### src/cpu_port_defs.svh
// Constants for the host port and data path selector.
`ifndef CPU_PORT_DEFS_SVH
`define CPU_PORT_DEFS_SVH

// Bit positions inside the device control register.
`define CTL_SRC_PAR_BIT 0
`define CTL_DST_CARD_BIT 1
`define CTL_PLAYBACK_BIT 2

// Control register after reset: host source, internal flash, download mode.
`define CTL_RESET 8'h00

// Host pin vector layout after the pin synchroniser.
`define PIN_AD_LSB 0
`define PIN_AD_MSB 7
`define PIN_WR_BIT 8
`define PIN_RD_BIT 9
`define PIN_KIND_LSB 10
`define PIN_KIND_MSB 11
`define PIN_RESET 12'h000

`define BYTE_RESET 8'h00

`endif

### src/cpu_port_pkg.sv
// Types shared by the host port modules.
package cpu_port_pkg;

  // Meaning of a host transfer, given on the control port kind pins.
  typedef enum logic [1:0] {
    KIND_ADDR = 2'b00,
    KIND_DATA = 2'b01,
    KIND_CMD = 2'b10,
    KIND_CTRL = 2'b11
  } port_kind_t;

  typedef struct packed {
    logic [11:0] s1;
    logic [11:0] s2;
    logic [11:0] s3;
    logic [11:0] stable;
    logic wr_pulse;
  } sync_state_t;

  typedef struct packed {
    logic [7:0] lat_addr;
    logic [7:0] lat_data;
    logic [7:0] lat_cmd;
    port_kind_t lat_kind;
    logic lat_stb;
    logic [7:0] ctrl;
    logic [7:0] out_reg;
    logic [7:0] ad_out;
    logic ad_oe;
    logic [7:0] mem_wdata;
    logic flash_wr;
    logic card_wr;
  } port_state_t;

endpackage : cpu_port_pkg

### src/host_sync_if.sv
// Carrier for the synchronised host pins between the synchroniser and the port logic.
`timescale 1ns/1ps
interface host_sync_if;
  logic [7:0] ad;
  cpu_port_pkg::port_kind_t kind;
  logic rd;
  logic wr_pulse;

  modport src (output ad, output kind, output rd, output wr_pulse);
  modport dst (input ad, input kind, input rd, input wr_pulse);
endinterface : host_sync_if

### src/cpu_host_port_data_mux.sv
// Host GPIO port with input latches, output register and memory data path selector.
`timescale 1ns/1ps
`include "cpu_port_defs.svh"
module cpu_host_port_data_mux (
  input wire logic clk,
  input wire logic arst_n,
  input wire logic ce,
  input wire logic [7:0] host_ad_in,
  input wire logic host_wr_stb,
  input wire logic host_rd,
  input wire logic [1:0] host_kind,
  output logic [7:0] host_ad_out,
  output logic host_ad_oe,
  input wire logic [7:0] par_data,
  input wire logic par_valid,
  input wire logic [7:0] flash_rd_data,
  input wire logic flash_rd_valid,
  input wire logic [7:0] card_rd_data,
  input wire logic card_rd_valid,
  output logic [7:0] lat_addr,
  output logic [7:0] lat_data,
  output logic [7:0] lat_cmd,
  output logic [1:0] lat_kind,
  output logic lat_stb,
  output logic [7:0] mem_wdata,
  output logic flash_wr,
  output logic card_wr,
  output logic src_parallel,
  output logic dst_card,
  output logic mode_playback
);

  host_sync_if sy ();

  host_pin_sync u_sync (
    .clk(clk),
    .arst_n(arst_n),
    .ce(ce),
    .pins({host_kind, host_rd, host_wr_stb, host_ad_in}),
    .sy(sy.src)
  );

  cpu_port_pkg::port_state_t q;
  cpu_port_pkg::port_state_t d;

  // Picks the byte of the selected memory; used for read data and its valid.
  function automatic logic [8:0] pick_mem(input logic card, input logic [8:0] fl,
                                          input logic [8:0] cd);
    pick_mem = card ? cd : fl;
  endfunction : pick_mem

  logic [8:0] rd_pick;
  logic wr_kind_pulse;
  logic host_data_wr;
  logic play;

  always_comb begin
    d = q;
    play = q.ctrl[`CTL_PLAYBACK_BIT];
    rd_pick = pick_mem(q.ctrl[`CTL_DST_CARD_BIT], {flash_rd_valid, flash_rd_data},
                       {card_rd_valid, card_rd_data});
    wr_kind_pulse = sy.wr_pulse;
    host_data_wr = wr_kind_pulse && (sy.kind == cpu_port_pkg::KIND_DATA);
    if (ce) begin
      d.lat_stb = 1'b0;
      d.flash_wr = 1'b0;
      d.card_wr = 1'b0;
      if (wr_kind_pulse) begin
        d.lat_kind = sy.kind;
        d.lat_stb = (sy.kind != cpu_port_pkg::KIND_CTRL);
        case (sy.kind)
          cpu_port_pkg::KIND_ADDR: d.lat_addr = sy.ad;
          cpu_port_pkg::KIND_DATA: d.lat_data = sy.ad;
          cpu_port_pkg::KIND_CMD: d.lat_cmd = sy.ad;
          cpu_port_pkg::KIND_CTRL: d.ctrl = sy.ad;
          default: d.lat_stb = 1'b0;
        endcase
      end
      // Writes to memory only happen in download mode; the source bit decides
      // whether the parallel port or host data bytes feed the selector.
      if (!play) begin
        if (q.ctrl[`CTL_SRC_PAR_BIT] && par_valid) begin
          d.mem_wdata = par_data;
          d.flash_wr = !q.ctrl[`CTL_DST_CARD_BIT];
          d.card_wr = q.ctrl[`CTL_DST_CARD_BIT];
        end else if (!q.ctrl[`CTL_SRC_PAR_BIT] && host_data_wr) begin
          d.mem_wdata = sy.ad;
          d.flash_wr = !q.ctrl[`CTL_DST_CARD_BIT];
          d.card_wr = q.ctrl[`CTL_DST_CARD_BIT];
        end
      end else if (rd_pick[8]) begin
        d.out_reg = rd_pick[7:0];
      end
      // The port is driven only while the host holds its read pin, so the
      // host must release its own drivers before raising it.
      d.ad_oe = sy.rd;
      if (sy.rd) begin
        d.ad_out = (sy.kind == cpu_port_pkg::KIND_CTRL) ? q.ctrl : q.out_reg;
      end
    end
  end

  always_ff @(posedge clk or negedge arst_n) begin
    if (!arst_n) begin
      q <= '{lat_addr: `BYTE_RESET, lat_data: `BYTE_RESET, lat_cmd: `BYTE_RESET,
             lat_kind: cpu_port_pkg::KIND_ADDR, lat_stb: 1'b0,
             ctrl: `CTL_RESET, out_reg: `BYTE_RESET, ad_out: `BYTE_RESET,
             ad_oe: 1'b0, mem_wdata: `BYTE_RESET, flash_wr: 1'b0,
             card_wr: 1'b0};
    end else begin
      q <= d;
    end
  end

  assign host_ad_out = q.ad_out;
  assign host_ad_oe = q.ad_oe;
  assign lat_addr = q.lat_addr;
  assign lat_data = q.lat_data;
  assign lat_cmd = q.lat_cmd;
  assign lat_kind = q.lat_kind;
  assign lat_stb = q.lat_stb;
  assign mem_wdata = q.mem_wdata;
  assign flash_wr = q.flash_wr;
  assign card_wr = q.card_wr;
  assign src_parallel = q.ctrl[`CTL_SRC_PAR_BIT];
  assign dst_card = q.ctrl[`CTL_DST_CARD_BIT];
  assign mode_playback = q.ctrl[`CTL_PLAYBACK_BIT];
endmodule : cpu_host_port_data_mux

### src/host_pin_sync.sv
// Three-stage synchroniser and write strobe detector for the host GPIO pins.
`timescale 1ns/1ps
`include "cpu_port_defs.svh"
module host_pin_sync (
  input wire logic clk,
  input wire logic arst_n,
  input wire logic ce,
  input wire logic [11:0] pins,
  host_sync_if.src sy
);

  cpu_port_pkg::sync_state_t q;
  cpu_port_pkg::sync_state_t d;
  logic [11:0] differ;

  always_comb begin
    d = q;
    differ = q.s2 ^ q.s3;
    if (ce) begin
      d.s1 = pins;
      d.s2 = q.s1;
      d.s3 = q.s2;
      // A bit only moves once the second and third stages agree, so a pin
      // caught mid-transition cannot glitch the value seen by the port logic.
      d.stable = (~differ & q.s3) | (differ & q.stable);
      d.wr_pulse = d.stable[`PIN_WR_BIT] & ~q.stable[`PIN_WR_BIT];
    end
  end

  always_ff @(posedge clk or negedge arst_n) begin
    if (!arst_n) begin
      q <= '{s1: `PIN_RESET, s2: `PIN_RESET, s3: `PIN_RESET, stable: `PIN_RESET,
             wr_pulse: 1'b0};
    end else begin
      q <= d;
    end
  end

  assign sy.ad = q.stable[`PIN_AD_MSB:`PIN_AD_LSB];
  assign sy.kind = cpu_port_pkg::port_kind_t'(q.stable[`PIN_KIND_MSB:`PIN_KIND_LSB]);
  assign sy.rd = q.stable[`PIN_RD_BIT];
  assign sy.wr_pulse = q.wr_pulse;

endmodule : host_pin_sync

### config.mk
export PLATFORM = sky130hd
export DESIGN_NAME = cpu_host_port_data_mux
export DESIGN_NICKNAME = d
export VERILOG_FILES = /design/src/cpu_port_pkg.sv /design/src/host_sync_if.sv /design/src/cpu_host_port_data_mux.sv /design/src/host_pin_sync.sv
export VERILOG_INCLUDE_DIRS = /design/src
export SDC_FILE = /design/constraint.sdc
export NUM_CORES = 1
export LEC_CHECK = 0
export ABC_AREA = 1
export BUFFER_PORTS_ARGS = -buffer_cell sky130_fd_sc_hd__buf_2
export CORE_ASPECT_RATIO = 1.75
export CORE_MARGIN = 2
export CORE_UTILIZATION = 25
export CTS_CLUSTER_SIZE = 30
export DETAILED_ROUTE_END_ITERATION = 6
export PLACE_DENSITY = 0.48
export SYNTH_ARGS = -nofsm -noshare
export SYNTH_HDL_FRONTEND = slang
export SYNTH_HIERARCHICAL = 1
export SYNTH_SLANG_ARGS = --single-unit
### constraint.sdc
create_clock -name clk -period 3.83 [get_ports clk]
set_input_delay 0.383 -clock clk [delete_from_list [all_inputs] [get_ports clk]]
set_output_delay 0.383 -clock clk [all_outputs]
set_load 0.05 [all_outputs]
-- Word-level counts from Yosys, hierarchy flattened
Index checks and enable logic that the tools add are counted.
- register bits after elaboration: 111
- bits of input ports: 42
- output and inout bits: 49
- word-level logic and storage cells: 51
- eq/ne operators: 4
- mux-type cells: 7
- bitwise gates (word level): 8
- reduce and logical (&&, ||, !) cells: 15
- operators with widths (kind ; count):
    $and A12 B12 Y12 ; 2
    $mux W10 ; 2
    $mux W9 ; 2
    $reduce_and A3 Y1 ; 6
    $mux W8 ; 2
    $not A12 Y12 ; 1
    $or A12 B12 Y12 ; 1
    $xor A12 B12 Y12 ; 1
    $eq A2 B2 Y1 const B ; 2
    $reduce_and A2 Y1 ; 2
    $logic_and A1 B1 Y1 ; 3
    $eq A2 B1 Y1 const B ; 1
    $logic_not A1 Y1 ; 2
    $logic_not A2 Y1 ; 1
    $mux W2 ; 1
    $ne A2 B2 Y1 const B ; 1
    $not A1 Y1 ; 2
    $reduce_bool A2 Y1 ; 1
    $and A1 B1 Y1 ; 1

-- Logic depth before layout (Yosys ltp)
- depth after elaboration: 6
- depth in mapped cells: 8
- gate-level depth less buffers: 7

-- Hierarchy
The synthesis kept the hierarchy.
- modules (own cells, without submodules) (module ; instances ; cells an instance ; area an instance (um^2) ; sequential area each (um^2)):
    cpu_host_port_data_mux ; 1 ; 354 ; 3069.2 ; 1551.5
    host_pin_sync ; 1 ; 220 ; 2013.2 ; 1226.2

-- Worst setup path after synthesis
Ideal clock, no wire load.
- path kind: reg2reg
- from: reg q (netlist bit dst_card)
- to: reg q[24] (netlist name)
- setup time: 0.077 ns
- data arrival time: 1.381 ns
- required time: 3.753 ns
- path slack: 2.372 ns
- stages on the path, launching flop included: 7
- buffers on the path: 1
- period minus slack after synthesis: 1.458 ns
- cell sequence: dfrtp_1 inv_1 or2_0 nand2_2 buf_2 nor2_1 a21oi_1
- cells in the longest elaborated chain, start to end: 2
- ends and longest elaborated chain (item ; line ; RTL):
    start: declaration ; cpu_host_port_data_mux.sv:43 ; cpu_port_pkg::port_state_t q;
    start signal: assignment ; cpu_host_port_data_mux.sv:105 ; q <= '{lat_addr: `BYTE_RESET, lat_data: `BYTE_RESET, lat_cmd: `BYTE_RESET,
    $mux W9 * ; cpu_host_port_data_mux.sv:49 ; pick_mem = card ? cd : fl;
    $reduce_and A3 Y1 (no line) ; -- ;
Mark *: on every way between the ends. The rest lies on a longest branch, timed or not.
A chain may end at the register's enable or synchronous reset.

-- Worst setup path in the final report
Same ends and word-level chain as after synthesis.

==> metrics.cfg <==
[global_routing]
antenna_found_initial = 0
grt_overflow = 0
grt_max_degree = 60
grt_usage_pct = 11.2
grt_pass1_wl_um = 18500
grt_pass1_vias = 3306

[pwr]
total_power_uw = 3780
power_switching_uw = 1510
p_leak_uw = 0.00304
pwr-share-seq_pct = 42.4
p_comb_share_pct = 30.7
swShare_pct = 40.1
p_clk_share_pct = 26.9
power.internal_uw = 2260
powerDensity_nw_per_um2 = 666
vdd_drop_max_uv = 232

[sta]
hold_violations = 0
finalMaxSlewViolations = 0
worstMarginPinSlew_ns = 0.816
slew_headroom_pct = 45.5
setup_tns_ns = 0
setup_violations = 0
fin_skew_ns = 0.0144
fmax_mhz = 575
finalCriticalPeriod_ns = 1.74
min_period_over_period_pct = 45.4
rsz0062_at_grt = no

[route]
wire_per_inst_um = 13.9
via_per_inst = 4.12
drtIter0Drc = 163
final_antenna_net_count = 0
first_pass_iters = 4
post-route-drc-count = 0
vias = 3545
routed_wl_um = 11900

[worst_setup_path]
worstSetupPathType = reg2reg
reg2reg_from = dst_card
end_kind = flop
reg2reg_depth = 5
reg2reg_to = q[24]
path_max_fanout = 16
critical_path_required_ns = 4.11
cp-start-kind = flop
ff2ff_setup_slack_ns = 2.09
cp_data_arrival_time_ns = 2.02
slowest_stage = dfrtp_1
slowest_delay_ns = 0.63
critPathTopFamily = flip-flops
cp_cell_sequence = inv_1 > or2_0 > nand2_2 > nor2_1 > a21oi_1
cp_num_buf_inv = 1

[placed_design]
dp_hpwl_um = 8720
portBuffers = 90
placed_area_sq_um = 5350
place_congestion = 0.723
dpl.cell_count = 845

[synthesis]
yosysTopAreaCellShare_pct = 54.7
ys_async_sr_fraction_pct = 100
synth-compound-area-share_pct = 9.85
synthTopCellsByCount = nand2_1, dfrtp_1, buf_4
yosys.area.top_type = dfrtp_1
yosys-top-cells-area = dfrtp_1, nand2_1, buf_4
synth-xor-area-share_pct = 0
synth_seq_cells = 111
syn_area_per_cell_sq_um = 8.85
syn-cell-area_sq_um = 5080
synthAdderAreaFrac_pct = 0
synthCells = 574
synth_edf_count = 0
synth.mux.area_fraction_pct = 0
syn_nets = 616
synth_top_family_by_area = simple AND/OR/NAND/NOR gates
synth_seq_area_share_pct = 54.7
yosys.area_share.simple_pct = 23.0
synth.most_common_cell = nand2_1
yosysWarnings = 6
ys.flop_type = dfrtp_1
synth_cell_types = 23

[cts]
clk_latency_ns = 0.36
post_cts_resized = 0
cts_root_buffer = clkbuf_16
numCtsBuffers = 9
clk_pin_slew_ns = 0.08
clkSinkCount = 111
holdBufCountCts = 0
cts.path.max_buffers = 2
cts_setup_buffers = 0
cts_tree = built
cts-htree-levels = 3

[layout]
nets = 650
instances_no_fill = 860
stdcell_area_sq_um = 5670
num_antenna_cells = 0
drive_gt1_share_pct = 22.9
syn_to_final_growth_pct = 11.6

[floorplanning]
die_w_um = 112
dieArea_sq_um = 21500
core_region_area_sq_um = 20100
io_pins = 91
start_util_pct = 25.3
rows = 69
die_h_um = 193

[worst_hold_path]
hp-class = in2async

[run]
maxCapViolations = 0

[run_status]
status = completed

## routing by layer
metal  global-route usage [%]  share of wire [%]  vias to the layer above
li1                         -                  -                     1815
met1                     13.8                 43                     1656
met2                     19.7                 52                       62
met3                     1.29                2.9                       12
met4                     4.99                1.6                        0
met5                        0                  0                        -
## flip-flops by register name, summed over array words and instances, names as in the netlist, 2 cells and up, named ones only
register,flops
lat_data,8
host_ad_out,8
lat_cmd,8
lat_kind,2
u_sync/q,37
q,13
mem_wdata,8
lat_addr,8
## through the flow
| step | worst slack [ns] | utilization [%] | hold WS [ns] |
|---|---|---|---|
| after CTS | 2.05 | 28.2 | 0.102 |
| after global routing | 1.88 | 28.2 | 0.136 |
| after detailed placement | 2.07 | 26.6 | 0.459 |
| after floorplan | 2.37 | - | 0.0874 |
| final | 2.09 | 28.2 | 0.0833 |
| after global placement | 2.08 | 26.6 | 0.454 |
## final cells by class
cell class              instances  area, sq um
multi-input cells             365         1670
flip-flops and latches        111         2780
repair buffers                 93          488
clock inverters                 6         95.1
fillers                      2203        14400
clock buffers                   9          225
well taps                     248          310
inverters                      28          106
## worst max path at each step
stage	startpoint	end	slack (ns)	depth (start not counted)
2_1_floorplan	dst_card	q[24]	2.37	6
3_3_place_gp	dst_card	q[22]	2.08	5
3_5_place_dp	ce	host_ad_out[0]	2.07	6
4_1_cts	dst_card	q[24]	2.05	5
5_1_grt	dst_card	q[20]	1.88	5
6_report	dst_card	q[24]	2.09	5
## cell usage in the layout, fill, tap and decap left out, drive strengths merged
cell type,netlist,routed
nand2,231,231
dfrtp,111,111
buf,67,93
o21ai,64,64
nor2,34,34
inv,27,28
a21oi,24,24
nand3,11,11
clkbuf,3,9
clkinvlp,0,2
bufinv,0,2
clkinv,1,2
or2,1,1
## logic make-up (layout without fill, tap and decap cells)
kind of cell,after synthesis,in the layout
and+or+nand+nor,277,277
DFF,111,111
buffers and inverters,98,136
AOI/OAI and AO/OA,88,88
## power groups by stage
stage,Sequential [uW],Combinational [uW],Clock (uW)
2_1_floorplan,1580,1090,0
3_3_place_gp,1630,1160,0
3_5_place_dp,1630,1180,0
4_1_cts,1610,1180,1050
5_1_grt,1640,1260,1090
6_report,1600,1160,1020
Power figures use the tool's default switching activity.
